===== config.mk =====
export PLATFORM = sky130hd
export DESIGN_NAME = ccs_core
export DESIGN_NICKNAME = d
export VERILOG_FILES = /design/src/hw/ccs_core.v /design/src/hw/ccs_stack.v
export VERILOG_INCLUDE_DIRS = /design/src /design/src/hw
export SDC_FILE = /design/constraint.sdc
export NUM_CORES = 1
export LEC_CHECK = 0
export ABC_AREA = 1
export BUFFER_PORTS_ARGS = -buffer_cell sky130_fd_sc_hd__buf_2
export CAP_MARGIN = 10
export CORE_MARGIN = 5
export CORE_UTILIZATION = 30
export DETAILED_ROUTE_END_ITERATION = 8
export PLACE_DENSITY = 0.51
export SKIP_LAST_GASP = 1
export SLEW_MARGIN = 20
export SYNTH_ARGS = -nofsm -noshare
export SYNTH_HDL_FRONTEND = slang
export SYNTH_SLANG_ARGS = --single-unit

===== constraint.sdc =====
create_clock -name core_clk -period 4.7 [get_ports core_clk]
set_input_delay 0.94 -clock core_clk [delete_from_list [all_inputs] [get_ports core_clk]]
set_output_delay 0.94 -clock core_clk [all_outputs]
set_load 0.02 [all_outputs]

===== src/hw/ccs_consts.vh =====
// Constants for the core sequencing and configuration block.
// Assumes plain Verilog-2005 tools; included by bare name.
`ifndef CCS_CONSTS_VH
`define CCS_CONSTS_VH
// Data address of the oscillator trim register
`define CCS_ADDR_TRIM 8'h05
// Data address of the program counter low byte
`define CCS_ADDR_PCL 8'h02
// Reset values
`define CCS_CFG_RESET 8'hFF
`define CCS_TRIM_RESET 8'hFE
// Configuration field positions
`define CCS_CFG_WAKE 7
`define CCS_CFG_PULL 6
`define CCS_CFG_TSRC 5
`define CCS_CFG_TEDGE 4
`define CCS_CFG_PSA 3
`define CCS_CFG_RATE_HI 2
`define CCS_CFG_RATE_LO 0
// Trim field positions
`define CCS_TRIM_CAL_HI 7
`define CCS_TRIM_CAL_LO 1
`define CCS_TRIM_CLKO 0
// Port pin numbers
`define CCS_PIN_CLK 2
// Instruction operation codes on the decoded op port
`define CCS_OP_NONE 3'h0
`define CCS_OP_JUMP 3'h1
`define CCS_OP_CALL 3'h2
`define CCS_OP_RETLIT 3'h3
`define CCS_OP_PCLWR 3'h4
`define CCS_OP_CFGLD 3'h5
// Instruction cycle clock divider (Fosc/4): core_clk is the oscillator
`define CCS_CLK_DIV 2'h3
`define CCS_CLK_HALF 2'h1
`endif


===== src/hw/ccs_core.v =====
// Core sequencing: configuration, oscillator trim, program counter
// and return stack. Assumes a decoder supplies one op per cycle and
// that core_clk is the oscillator; pins are sampled through synchronisers.
`timescale 1ns/1ns
`include "ccs_consts.vh"

module ccs_core #(
   parameter PCW = 9
) (
   // Clock, reset, enable
   input wire core_clk,
   input wire rst,
   input wire clk_en,
   // Decoded instruction
   input wire instr_step,
   input wire [2:0] instr_op,
   input wire [PCW-1:0] instr_target,
   input wire [7:0] work_reg,
   input wire [7:0] instr_literal,
   // Data bus for the trim and pc low byte registers
   input wire data_wr,
   input wire [7:0] data_addr,
   input wire [7:0] data_wdata,
   output reg [7:0] data_rdata,
   // Pin direction register and pins
   input wire [3:0] pin_direction,
   input wire [3:0] port_latch,
   input wire [3:0] pin_in,
   // Program counter and literal return
   output reg [PCW-1:0] pc,
   output reg work_load,
   output reg [7:0] work_literal,
   // Pin control
   output wire [3:0] pin_out,
   output wire [3:0] pin_oe,
   output wire [3:0] pull_up_en,
   output wire [3:0] wake_en,
   output wire [3:0] pin_sync,
   // Timer and watchdog configuration
   output wire timer_source_select,
   output wire timer_edge_select,
   output wire prescaler_assign,
   output wire [2:0] prescaler_rate,
   output wire [3:0] timer_ratio_log2,
   output wire [3:0] watchdog_ratio_log2,
   output wire timer_ext_clock,
   // Oscillator trim
   output wire [6:0] trim_code,
   output wire signed [7:0] trim_offset,
   output wire clock_out_select
);
   reg [7:0] core_configuration; // Write-only, not data mapped
   reg [7:0] oscillator_trim; // Trim and clock out select
   reg [3:0] pin_meta; // First synchroniser stage
   reg [3:0] pin_stable; // Second synchroniser stage
   reg [1:0] div_cnt; // Fosc/4 divider
   reg cycle_clk; // Instruction cycle clock
   reg [PCW-1:0] next_pc; // Program counter next value
   wire [PCW-1:0] pc_plus1; // Incremented counter
   wire [PCW-1:0] stack_top; // Return address on top
   wire push; // Call pushes
   wire pop; // Return pops
   wire do_step; // Instruction executes this cycle
   wire pcl_write; // Data bus write to pc low byte
   wire trim_write; // Data bus write to trim register
   wire [3:0] pin_drives; // Pin output enable is on

   assign do_step = clk_en & instr_step;
   assign pc_plus1 = pc + {{(PCW-1){1'b0}}, 1'b1};
   assign pcl_write = data_wr & (data_addr == `CCS_ADDR_PCL);
   assign trim_write = data_wr & (data_addr == `CCS_ADDR_TRIM);

   // Stack moves only on call or return; no status flags exist
   assign push = do_step & (instr_op == `CCS_OP_CALL);
   assign pop = do_step & (instr_op == `CCS_OP_RETLIT);

   // Return stack; width follows the counter
   ccs_stack #(
      .PCW(PCW)
   ) u_stack (
      .core_clk(core_clk),
      .rst(rst),
      .clk_en(clk_en),
      .push(push),
      .pop(pop),
      .push_data(pc_plus1),
      .top(stack_top)
   );

   // Configuration register: only the load instruction writes it
   always @(posedge core_clk or posedge rst) begin
      if (rst) begin
         core_configuration <= `CCS_CFG_RESET;
      end else if (do_step && instr_op == `CCS_OP_CFGLD) begin
         core_configuration <= work_reg;
      end
   end

   // Trim register; software keeps it once calibrated
   always @(posedge core_clk or posedge rst) begin
      if (rst) begin
         oscillator_trim <= `CCS_TRIM_RESET;
      end else if (clk_en && trim_write) begin
         oscillator_trim <= data_wdata;
      end
   end

   // Counter next value; a data write to the low byte counts as one
   always @* begin
      next_pc = pc_plus1;
      if (do_step) begin
         case (instr_op)
            `CCS_OP_JUMP: begin
               next_pc = instr_target;
            end
            `CCS_OP_CALL: begin
               next_pc = {{(PCW-8){1'b0}}, instr_target[7:0]};
            end
            `CCS_OP_RETLIT: begin
               next_pc = stack_top;
            end
            `CCS_OP_PCLWR: begin
               next_pc = {{(PCW-8){1'b0}}, data_wdata};
            end
            default: begin
               next_pc = pc_plus1;
            end
         endcase
      end
      if (pcl_write) begin
         next_pc = {{(PCW-8){1'b0}}, data_wdata};
      end
   end

   // Program counter; reset starts at the last location, then wraps
   always @(posedge core_clk or posedge rst) begin
      if (rst) begin
         pc <= {PCW{1'b1}};
      end else if (clk_en && (instr_step || pcl_write)) begin
         pc <= next_pc;
      end
   end

   // Literal return loads the working register
   always @(posedge core_clk or posedge rst) begin
      if (rst) begin
         work_load <= 1'b0;
         work_literal <= 8'h00;
      end else if (clk_en) begin
         work_load <= pop;
         if (pop) begin
            work_literal <= instr_literal;
         end
      end
   end

   // Read mux for data mapped registers; others read zero
   always @(posedge core_clk or posedge rst) begin
      if (rst) begin
         data_rdata <= 8'h00;
      end else if (clk_en) begin
         if (data_addr == `CCS_ADDR_TRIM) begin
            data_rdata <= oscillator_trim;
         end else if (data_addr == `CCS_ADDR_PCL) begin
            data_rdata <= pc[7:0];
         end else begin
            data_rdata <= 8'h00;
         end
      end
   end

   // Pin synchroniser; only the second stage is used downstream
   always @(posedge core_clk or posedge rst) begin
      if (rst) begin
         pin_meta <= 4'h0;
         pin_stable <= 4'h0;
      end else if (clk_en) begin
         pin_meta <= pin_in;
         pin_stable <= pin_meta;
      end
   end
   assign pin_sync = pin_stable;

   // Fosc/4 cycle clock for the clock output
   always @(posedge core_clk or posedge rst) begin
      if (rst) begin
         div_cnt <= 2'h0;
         cycle_clk <= 1'b0;
      end else if (clk_en) begin
         div_cnt <= div_cnt + 2'h1;
         if (div_cnt == `CCS_CLK_HALF || div_cnt == `CCS_CLK_DIV) begin
            cycle_clk <= ~cycle_clk;
         end
      end
   end

   // Configuration fields
   assign timer_source_select = core_configuration[`CCS_CFG_TSRC];
   assign timer_edge_select = core_configuration[`CCS_CFG_TEDGE];
   assign prescaler_assign = core_configuration[`CCS_CFG_PSA];
   assign prescaler_rate =
      core_configuration[`CCS_CFG_RATE_HI:`CCS_CFG_RATE_LO];
   // Timer ratio 2^(code+1), watchdog 2^code
   assign timer_ratio_log2 = {1'b0, prescaler_rate} + 4'h1;
   assign watchdog_ratio_log2 = {1'b0, prescaler_rate};
   // External edge, inverted for falling edge select
   assign timer_ext_clock = pin_stable[`CCS_PIN_CLK] ^ timer_edge_select;

   // Trim fields; offset is the code sign-extended, so code 0 is the centre
   assign trim_code = oscillator_trim[`CCS_TRIM_CAL_HI:`CCS_TRIM_CAL_LO];
   assign trim_offset = {trim_code[6], trim_code};
   assign clock_out_select = oscillator_trim[`CCS_TRIM_CLKO];

   // Pin drivers: pin 3 input only, pin 2 has layered overrides
   genvar gi;
   generate
      for (gi = 0; gi < 4; gi = gi + 1) begin : g_pin
         if (gi == `CCS_PIN_CLK) begin : g_clk
            // Clock out wins, then timer input, then direction
            assign pin_out[gi] = clock_out_select ? cycle_clk
               : port_latch[gi];
            assign pin_oe[gi] = clock_out_select
               | (~timer_source_select & ~pin_direction[gi]);
            assign pin_drives[gi] = pin_oe[gi];
         end else if (gi == 3) begin : g_in
            assign pin_out[gi] = 1'b0;
            assign pin_oe[gi] = 1'b0;
            assign pin_drives[gi] = 1'b0;
         end else begin : g_io
            assign pin_out[gi] = port_latch[gi];
            assign pin_oe[gi] = ~pin_direction[gi];
            assign pin_drives[gi] = ~pin_direction[gi];
         end
         // Wake and pull-up only on pins 0, 1, 3 and never when driving
         if (gi == `CCS_PIN_CLK) begin : g_nowp
            assign wake_en[gi] = 1'b0;
            assign pull_up_en[gi] = 1'b0;
         end else begin : g_wp
            assign wake_en[gi] = ~core_configuration[`CCS_CFG_WAKE]
               & ~pin_drives[gi];
            assign pull_up_en[gi] = ~core_configuration[`CCS_CFG_PULL]
               & ~pin_drives[gi];
         end
      end
   endgenerate
endmodule


===== src/hw/ccs_stack.v =====
// Two-level return address stack.
// Assumes push and pop come from the sequencer, never both at once.
`timescale 1ns/1ns
module ccs_stack #(
   parameter PCW = 9
) (
   // Clock, reset, enable
   input wire core_clk,
   input wire rst,
   input wire clk_en,
   // Stack movement
   input wire push,
   input wire pop,
   input wire [PCW-1:0] push_data,
   // Top of stack
   output wire [PCW-1:0] top
);
   reg [PCW-1:0] level1; // Most recent return address
   reg [PCW-1:0] level2; // Older return address

   assign top = level1;

   // Push shifts down, pop shifts up; level 2 keeps its value on pop
   always @(posedge core_clk or posedge rst) begin
      if (rst) begin
         level1 <= {PCW{1'b0}};
         level2 <= {PCW{1'b0}};
      end else if (clk_en) begin
         if (push) begin
            level2 <= level1;
            level1 <= push_data;
         end else if (pop) begin
            level1 <= level2;
         end
      end
   end
endmodule


==> impl_metrics.csv, run 1 <==
group,metric,value,unit
floorplan,start_util,0.303,
clock_network,clk_latency,330,ps
cells_and_area,nFillCells,1375,
timing,max_freq,400,MHz
cells_and_area,seq_area,1810,µm²
clock_network,htree_levels,3,
timing,setup_violations,0,
logic_synthesis,synth_warnings,0,
clock_network,path_clk_slew,60,ps
power_and_ir_drop,power,2.24,mW
logic_synthesis,seq_area_frac_synth,0.455,
logic_synthesis,synth-compound-area-share,0.111,
logic_synthesis,synthAdderAreaFrac,0.0126,
clock_network,ctsRootBufferMaster,"clkbuf_16",
route,wl_met3,766,µm
clock_network,cts_setup_buffers,0,
timing,drv_slew,0,
worst_setup_path,crit_type,"in -> reg",
cells_and_area,final_nets,676,
placement,hpwl,8940,µm
route,wl,11400,µm
logic_synthesis,syn_area,3970,µm²
worst_hold_path,hp-class,"reg -> reg",
timing,period_share,0.532,
worst_setup_path,crit_fanout,29,
route,drc_errors,0,
cells_and_area,multi_input_area,1680,µm²
logic_synthesis,synth_cells,505,
clock_network,cts_tree,"done",
timing,finClkSkew,6.77,ps
logic_synthesis,ys_async_sr_fraction,1.00,
grt,grt_util_all_layers,0.147,
route,final_antenna_net_count,0,
clock_network,cts_sinks,71,
route,wl_per_cell,14.4,µm
route,first_iter_violations,230,
timing,rsz0062_at_grt,"false",
grt,gr-total-overflow,0,
logic_synthesis,ys_ff_latch,71,
clock_network,hold_buffers,0,
placement,portBuffers,126,
placement,gp_congestion,0.872,
floorplan,die_h,125,µm
floorplan,dieArea,15600,µm²
grt,grt_pass1_vias,3538,
worst_setup_path,worstPathRequired,4950,ps
cells_and_area,diodes,0,
timing,slew_headroom,0.390,
grt,antenna_found_initial,0,
cells_and_area,layout-drive-gt1-share,0.326,
clock_network,cts_resized,0,
cells_and_area,syn2layout_area_growth,23.4,%
logic_synthesis,synth_edf_count,0,
flow_run,maxCapViolations,0,
timing,worstMarginPinSlew,913,ps
logic_synthesis,synth_ff_type,"dfrtp_1",
logic_synthesis,ys_types,35,
route,wl_met1,5070,µm
floorplan,die_x,125,µm
logic_synthesis,yosys.area_share.simple,0.274,
timing,hold_ws,466,ps
status,status,"finished clean",
clock_network,cts_inserted_buffers,9,
route,wl_met2,5320,µm
floorplan,ios,138,
clock_network,clockBufferDepth,2,
logic_synthesis,synth_xor_area_frac,0.0110,
timing,finalSetupTns,0,ps
power_and_ir_drop,p_per_area,457,nW/µm²
worst_setup_path,cp_data_arrival_time,2760,ps
power_and_ir_drop,p_leak,2.58,nW
grt,grt_max_degree,44,
route,dr.pass1.iters,4,
route,routed.top_layer,"met4",
grt,grt_first_pass_wirelength,18700,µm
route,drt-vias-per-instance,4.54,
logic_synthesis,synth_top_family_by_area,"simple AND/OR/NAND/NOR gates",
timing,finalHoldViolCount,0,
floorplan,core,13100,µm²
logic_synthesis,syn_area_per_cell,7.86,µm²
timing,fin_crit,2500,ps
worst_setup_path,cp-end-kind,"register",
floorplan,rows,42,
power_and_ir_drop,vdd_drop_max,0.000150,V
route,vias,3592,
logic_synthesis,synthMuxAreaShare,0.00851,
worst_setup_path,startpoint_type,"primary input",
report_power, final:
| group | switching, mW | internal (mW) | total (mW) |
|---|---|---|---|
| sequential | 0.106 | 0.777 | 0.883 |
| combinational | 0.440 | 0.223 | 0.663 |
| clock | 0.265 | 0.427 | 0.692 |
| total | 0.812 | 1.43 | 2.24 |
registers in the layout, summed over array words and instances, names as in the netlist:
signal and cells:
u_stack.top 9, work_literal 8, oscillator_trim 8, u_stack.level2 9, pin_meta 4, pin_sync 4
core_configuration 8, pc 9, cycle_clk 1, work_load 1, div_cnt 2, data_rdata 8
through the flow:
step           area (µm²)  setup slack (ps)  cells   util
4_1_cts              4900              2200    792  0.374
5_1_grt              4900              2020    792  0.374
6_report             4900              2200    792  0.374
3_5_place_dp         4590              1860    776  0.351
2_1_floorplan        3980              2000    509      -
3_3_place_gp         4590              1890    776  0.351
final cells by class:
class,count,share of cell area
Multi-Input combinational cell,337,0.342
Tap cell,176,0.0450
Clock buffer,10,0.0488
Timing Repair Buffer,128,0.132
Clock inverter,6,0.0138
Sequential cell,71,0.369
Inverter,64,0.0493
cells in the mapped netlist, types with 3 or more instances:
| master | instances | share of area |
|---|---|---|
| buf_4 | 22 | 0.042 |
| inv_2 | 3 | 0.0028 |
| nor2_1 | 44 | 0.042 |
| o21ai_2 | 8 | 0.018 |
| ha_1 | 4 | 0.013 |
| nand2_2 | 6 | 0.0095 |
| inv_1 | 59 | 0.056 |
| nor2_2 | 4 | 0.0063 |
| dfrtp_1 | 47 | 0.30 |
| nand2_1 | 123 | 0.12 |
| a31oi_1 | 11 | 0.017 |
| o21ai_0 | 37 | 0.047 |
| nand3_1 | 47 | 0.059 |
| buf_2 | 7 | 0.0088 |
| xor2_1 | 5 | 0.011 |
| dfstp_2 | 24 | 0.16 |
| mux2_2 | 3 | 0.0085 |
| nand4_1 | 9 | 0.014 |
| a21oi_1 | 18 | 0.023 |
| buf_6 | 4 | 0.011 |
layer usage:
| layer | global-route usage | up-vias |
|---|---|---|
| met3 | 0.0495 | 15 |
| met5 | 0 | - |
| li1 | - | 1805 |
| met1 | 0.183 | 1661 |
| met4 | 0.0574 | 0 |
| met2 | 0.237 | 111 |
cell usage in the layout (no fill, tap or decap), types with 2 or more instances in the layout:
master,Yosys,layout
dfrtp_1,47,47
a21oi_1,18,18
xor2_1,5,5
clkinvlp_4,0,2
inv_2,3,4
nand2_2,6,6
ha_1,4,4
nand2_1,123,123
inv_1,59,58
dfstp_2,24,24
buf_2,7,126
o21ai_2,8,8
o21ai_0,37,37
buf_4,22,2
mux2_2,3,3
clkinv_2,1,2
conb_1,1,5
clkbuf_16,0,9
a31oi_1,11,11
nor3_1,2,2
nand3_1,47,47
nor2_2,4,4
nor2_1,44,44
nand4_1,9,9
nand3_4,2,2
nor2_4,2,2
critical path, cell delays in order:
cell and delay [ps]:
buf_2 80, buf_4 270, nand2_1 290, inv_1 210, nand4_1 490, mux2_2 470
worst paths after layout:
path / from / endpoint / slack (ps) / cells past startpoint
max reg2reg: pc[0]$_DFFE_PP1P_ / pc[4]$_DFFE_PP1P_ / 3010 / 9
min reg2reg: work_literal[5]$_DFFE_PP0P_ / work_literal[5]$_DFFE_PP0P_ / 470 / 2
max: clk_en / core_configuration[3]$_DFFE_PP1P_ / 2200 / 6
min in group asynchronous: rst / pin_sync[1]$_DFFE_PP0P_ / 810 / 2
min: work_literal[5]$_DFFE_PP0P_ / work_literal[5]$_DFFE_PP0P_ / 470 / 2
max in group asynchronous: rst / oscillator_trim[6]$_DFFE_PP1P_ / 2920 / 3
cell families (layout without fill, tap and decap cells):
kind of cell,Yosys count,in the layout
mux,3,3
xor+xnor,5,5
other cells,1,5
buf+inv,101,208
compound gates,78,78
fa+ha+maj,4,4
flops,71,71
simple gates,242,242
No activity file was read; power rests on OpenSTA's default activity.
==> inputs of run 2 (changes only) <==
- PLACE_DENSITY: 0.51 -> 0.52
- clock period: 4.7 -> 2.1 ns (I/O delays scaled with it)
==> run 2 against run 1 <==
Effect of this change: first-iteration DRC count increased by 3.0%; sequential share of layout area decreased by 0.57 points; clock skew decreased by 2.2 ps; hold slack got worse by 340 ps; clock power increased by 120%; combinational power increased by 120%; final cell count increased by 1.1%; power increased by 120%; register-to-register slack got worse by 2600 ps.
==> impl_metrics.csv, run 2 (same netlist as run 1, synthesis figures left out) <==
group,metric,value,unit
status,status,"finished clean",
worst_setup_path,max_stage_delay,560,ps
timing,finalSetupTns,0,ps
placement,portBuffers,126,
timing,drv_slew,0,
placement,preCtsSetupSlack,192,ps
worst_setup_path,cp_data_arrival_time,1350,ps
clock_network,clk_latency,330,ps
floorplan,rows,42,
route,vias,3626,
route,final_antenna_net_count,0,
grt,grt_util_all_layers,0.146,
route,wl,11600,µm
floorplan,dieArea,15600,µm²
grt,grt_first_pass_wirelength,18400,µm
worst_setup_path,cp_top_family,"flip-flops",
timing,max_freq,566,MHz
timing,period_share,0.842,
power_and_ir_drop,vdd_drop_max,0.000387,V
cells_and_area,final_common_cell,"buf_2",
floorplan,ios,138,
cells_and_area,final_cell_mix,"126 x buf_2, 123 x nand2_1, 58 x inv_1, 47 x nand3_1, 47 x dfrtp_1",
clock_network,path_clk_slew,60,ps
floorplan,core,13100,µm²
worst_setup_path,crit_type,"reg -> out",
cells_and_area,nFillCells,1386,
floorplan,die_h,125,µm
worst_setup_path,worstPathRequired,1680,ps
route,drc_errors,0,
timing,layout_setup_ws,333,ps
clock_network,ctsRootBufferMaster,"clkbuf_16",
worst_setup_path,crit_fanout,4,
clock_network,clockBufferDepth,2,
grt,antenna_found_initial,0,
worst_setup_path,cp-end-kind,"output port",
cells_and_area,final_nets,685,
placement,gp_congestion,0.872,
grt,grt_pass1_vias,3553,
clock_network,cts_tree,"done",
cells_and_area,layout-drive-gt1-share,0.334,
clock_network,cts_resized,0,
floorplan,die_x,125,µm
power_and_ir_drop,p_leak,2.62,nW
route,dr.pass1.iters,4,
clock_network,cts_setup_buffers,0,
placement,post_dp_cell_area,4670,µm²
cells_and_area,diodes,0,
timing,setup_violations,0,
cells_and_area,final_util,0.380,
route,first_iter_violations,237,
worst_hold_path,hp-class,"in -> async",
timing,fin_crit,1770,ps
route,drt-vias-per-instance,4.53,
clock_network,cts_sinks,71,
timing,slew_headroom,0.631,
clock_network,hold_buffers,0,
worst_setup_path,worstPathCellList,"ha_1, xor2_1, buf_2",
route,wl_per_cell,14.4,µm
worst_setup_path,startpoint_type,"register",
timing,rsz0062_at_grt,"false",
cells_and_area,design_area,4970,µm²
timing,finalHoldViolCount,0,
timing,finClkSkew,4.58,ps
timing,worstMarginPinSlew,553,ps
clock_network,cts_inserted_buffers,9,
flow_run,maxCapViolations,0,
power_and_ir_drop,p_per_area,1000,nW/µm²
placement,hpwl,9110,µm
worst_setup_path,crit_buf_inv,1,
floorplan,start_util,0.303,
grt,grt_max_degree,29,
grt,gr-total-overflow,0,
worst_setup_path,cpMaxStageDelayCell,"dfstp_2",
cells_and_area,syn2layout_area_growth,25.3,%
timing,hold_ws,129,ps
clock_network,htree_levels,3,
run 2: cell count changes in the layout (fill, tap and decap cells not counted), sizes merged:
cell / delta
inv: -2
buf: +9
clkinv: +2
run 2: where the power goes:
group	total, mW	internal, mW	switching [mW]	leakage, nW
registers	1.98	1.74	0.241	0.829
clock network	1.52	0.944	0.576	0.146
logic	1.49	0.508	0.984	1.65
total	4.99	3.19	1.80	2.62
run 2: layout make-up:
type	instances	area (µm²)	area share
sequential	71	1810	0.363
clock buffer	10	239	0.0481
inverter	64	245	0.0493
clock inverter	6	60.1	0.0121
tap	176	220	0.0443
multi-input combinational	337	1680	0.337
timing repair buffer	137	726	0.146
run 2: final timing paths:
path,startpoint,endpoint,slack (ps),cells past startpoint
max in group asynchronous,rst,pc[8]$_DFFE_PP1P_,1320,3
min in group core_clk,instr_literal[2],work_literal[2]$_DFFE_PP0P_,280,3
max,core_configuration[1]$_DFFE_PP1P_,timer_ratio_log2[2],330,3
max reg2reg,pc[0]$_DFFE_PP1P_,pc[4]$_DFFE_PP1P_,420,9
min reg2reg,work_literal[4]$_DFFE_PP0P_,work_literal[4]$_DFFE_PP0P_,470,2
min,rst,work_literal[0]$_DFFE_PP0P_,130,2
run 2: per-stage QoR:
| step | instances | power, mW |
|---|---|---|
| 6_report | 801 | 4.99 |
| 3_5_place_dp | 785 | 3.51 |
| 5_1_grt | 801 | 5.32 |
| 4_1_cts | 801 | 5.06 |
| 2_1_floorplan | 509 | 2.99 |
| 3_3_place_gp | 785 | 3.48 |
run 2: routing by layer:
layer  vias up  track usage  wire length, µm
li1       1823            -                -
met3        22       0.0490              829
met2       128        0.232             5260
met1      1653        0.183             5180
met4         0       0.0612              278
met5         -            0                0
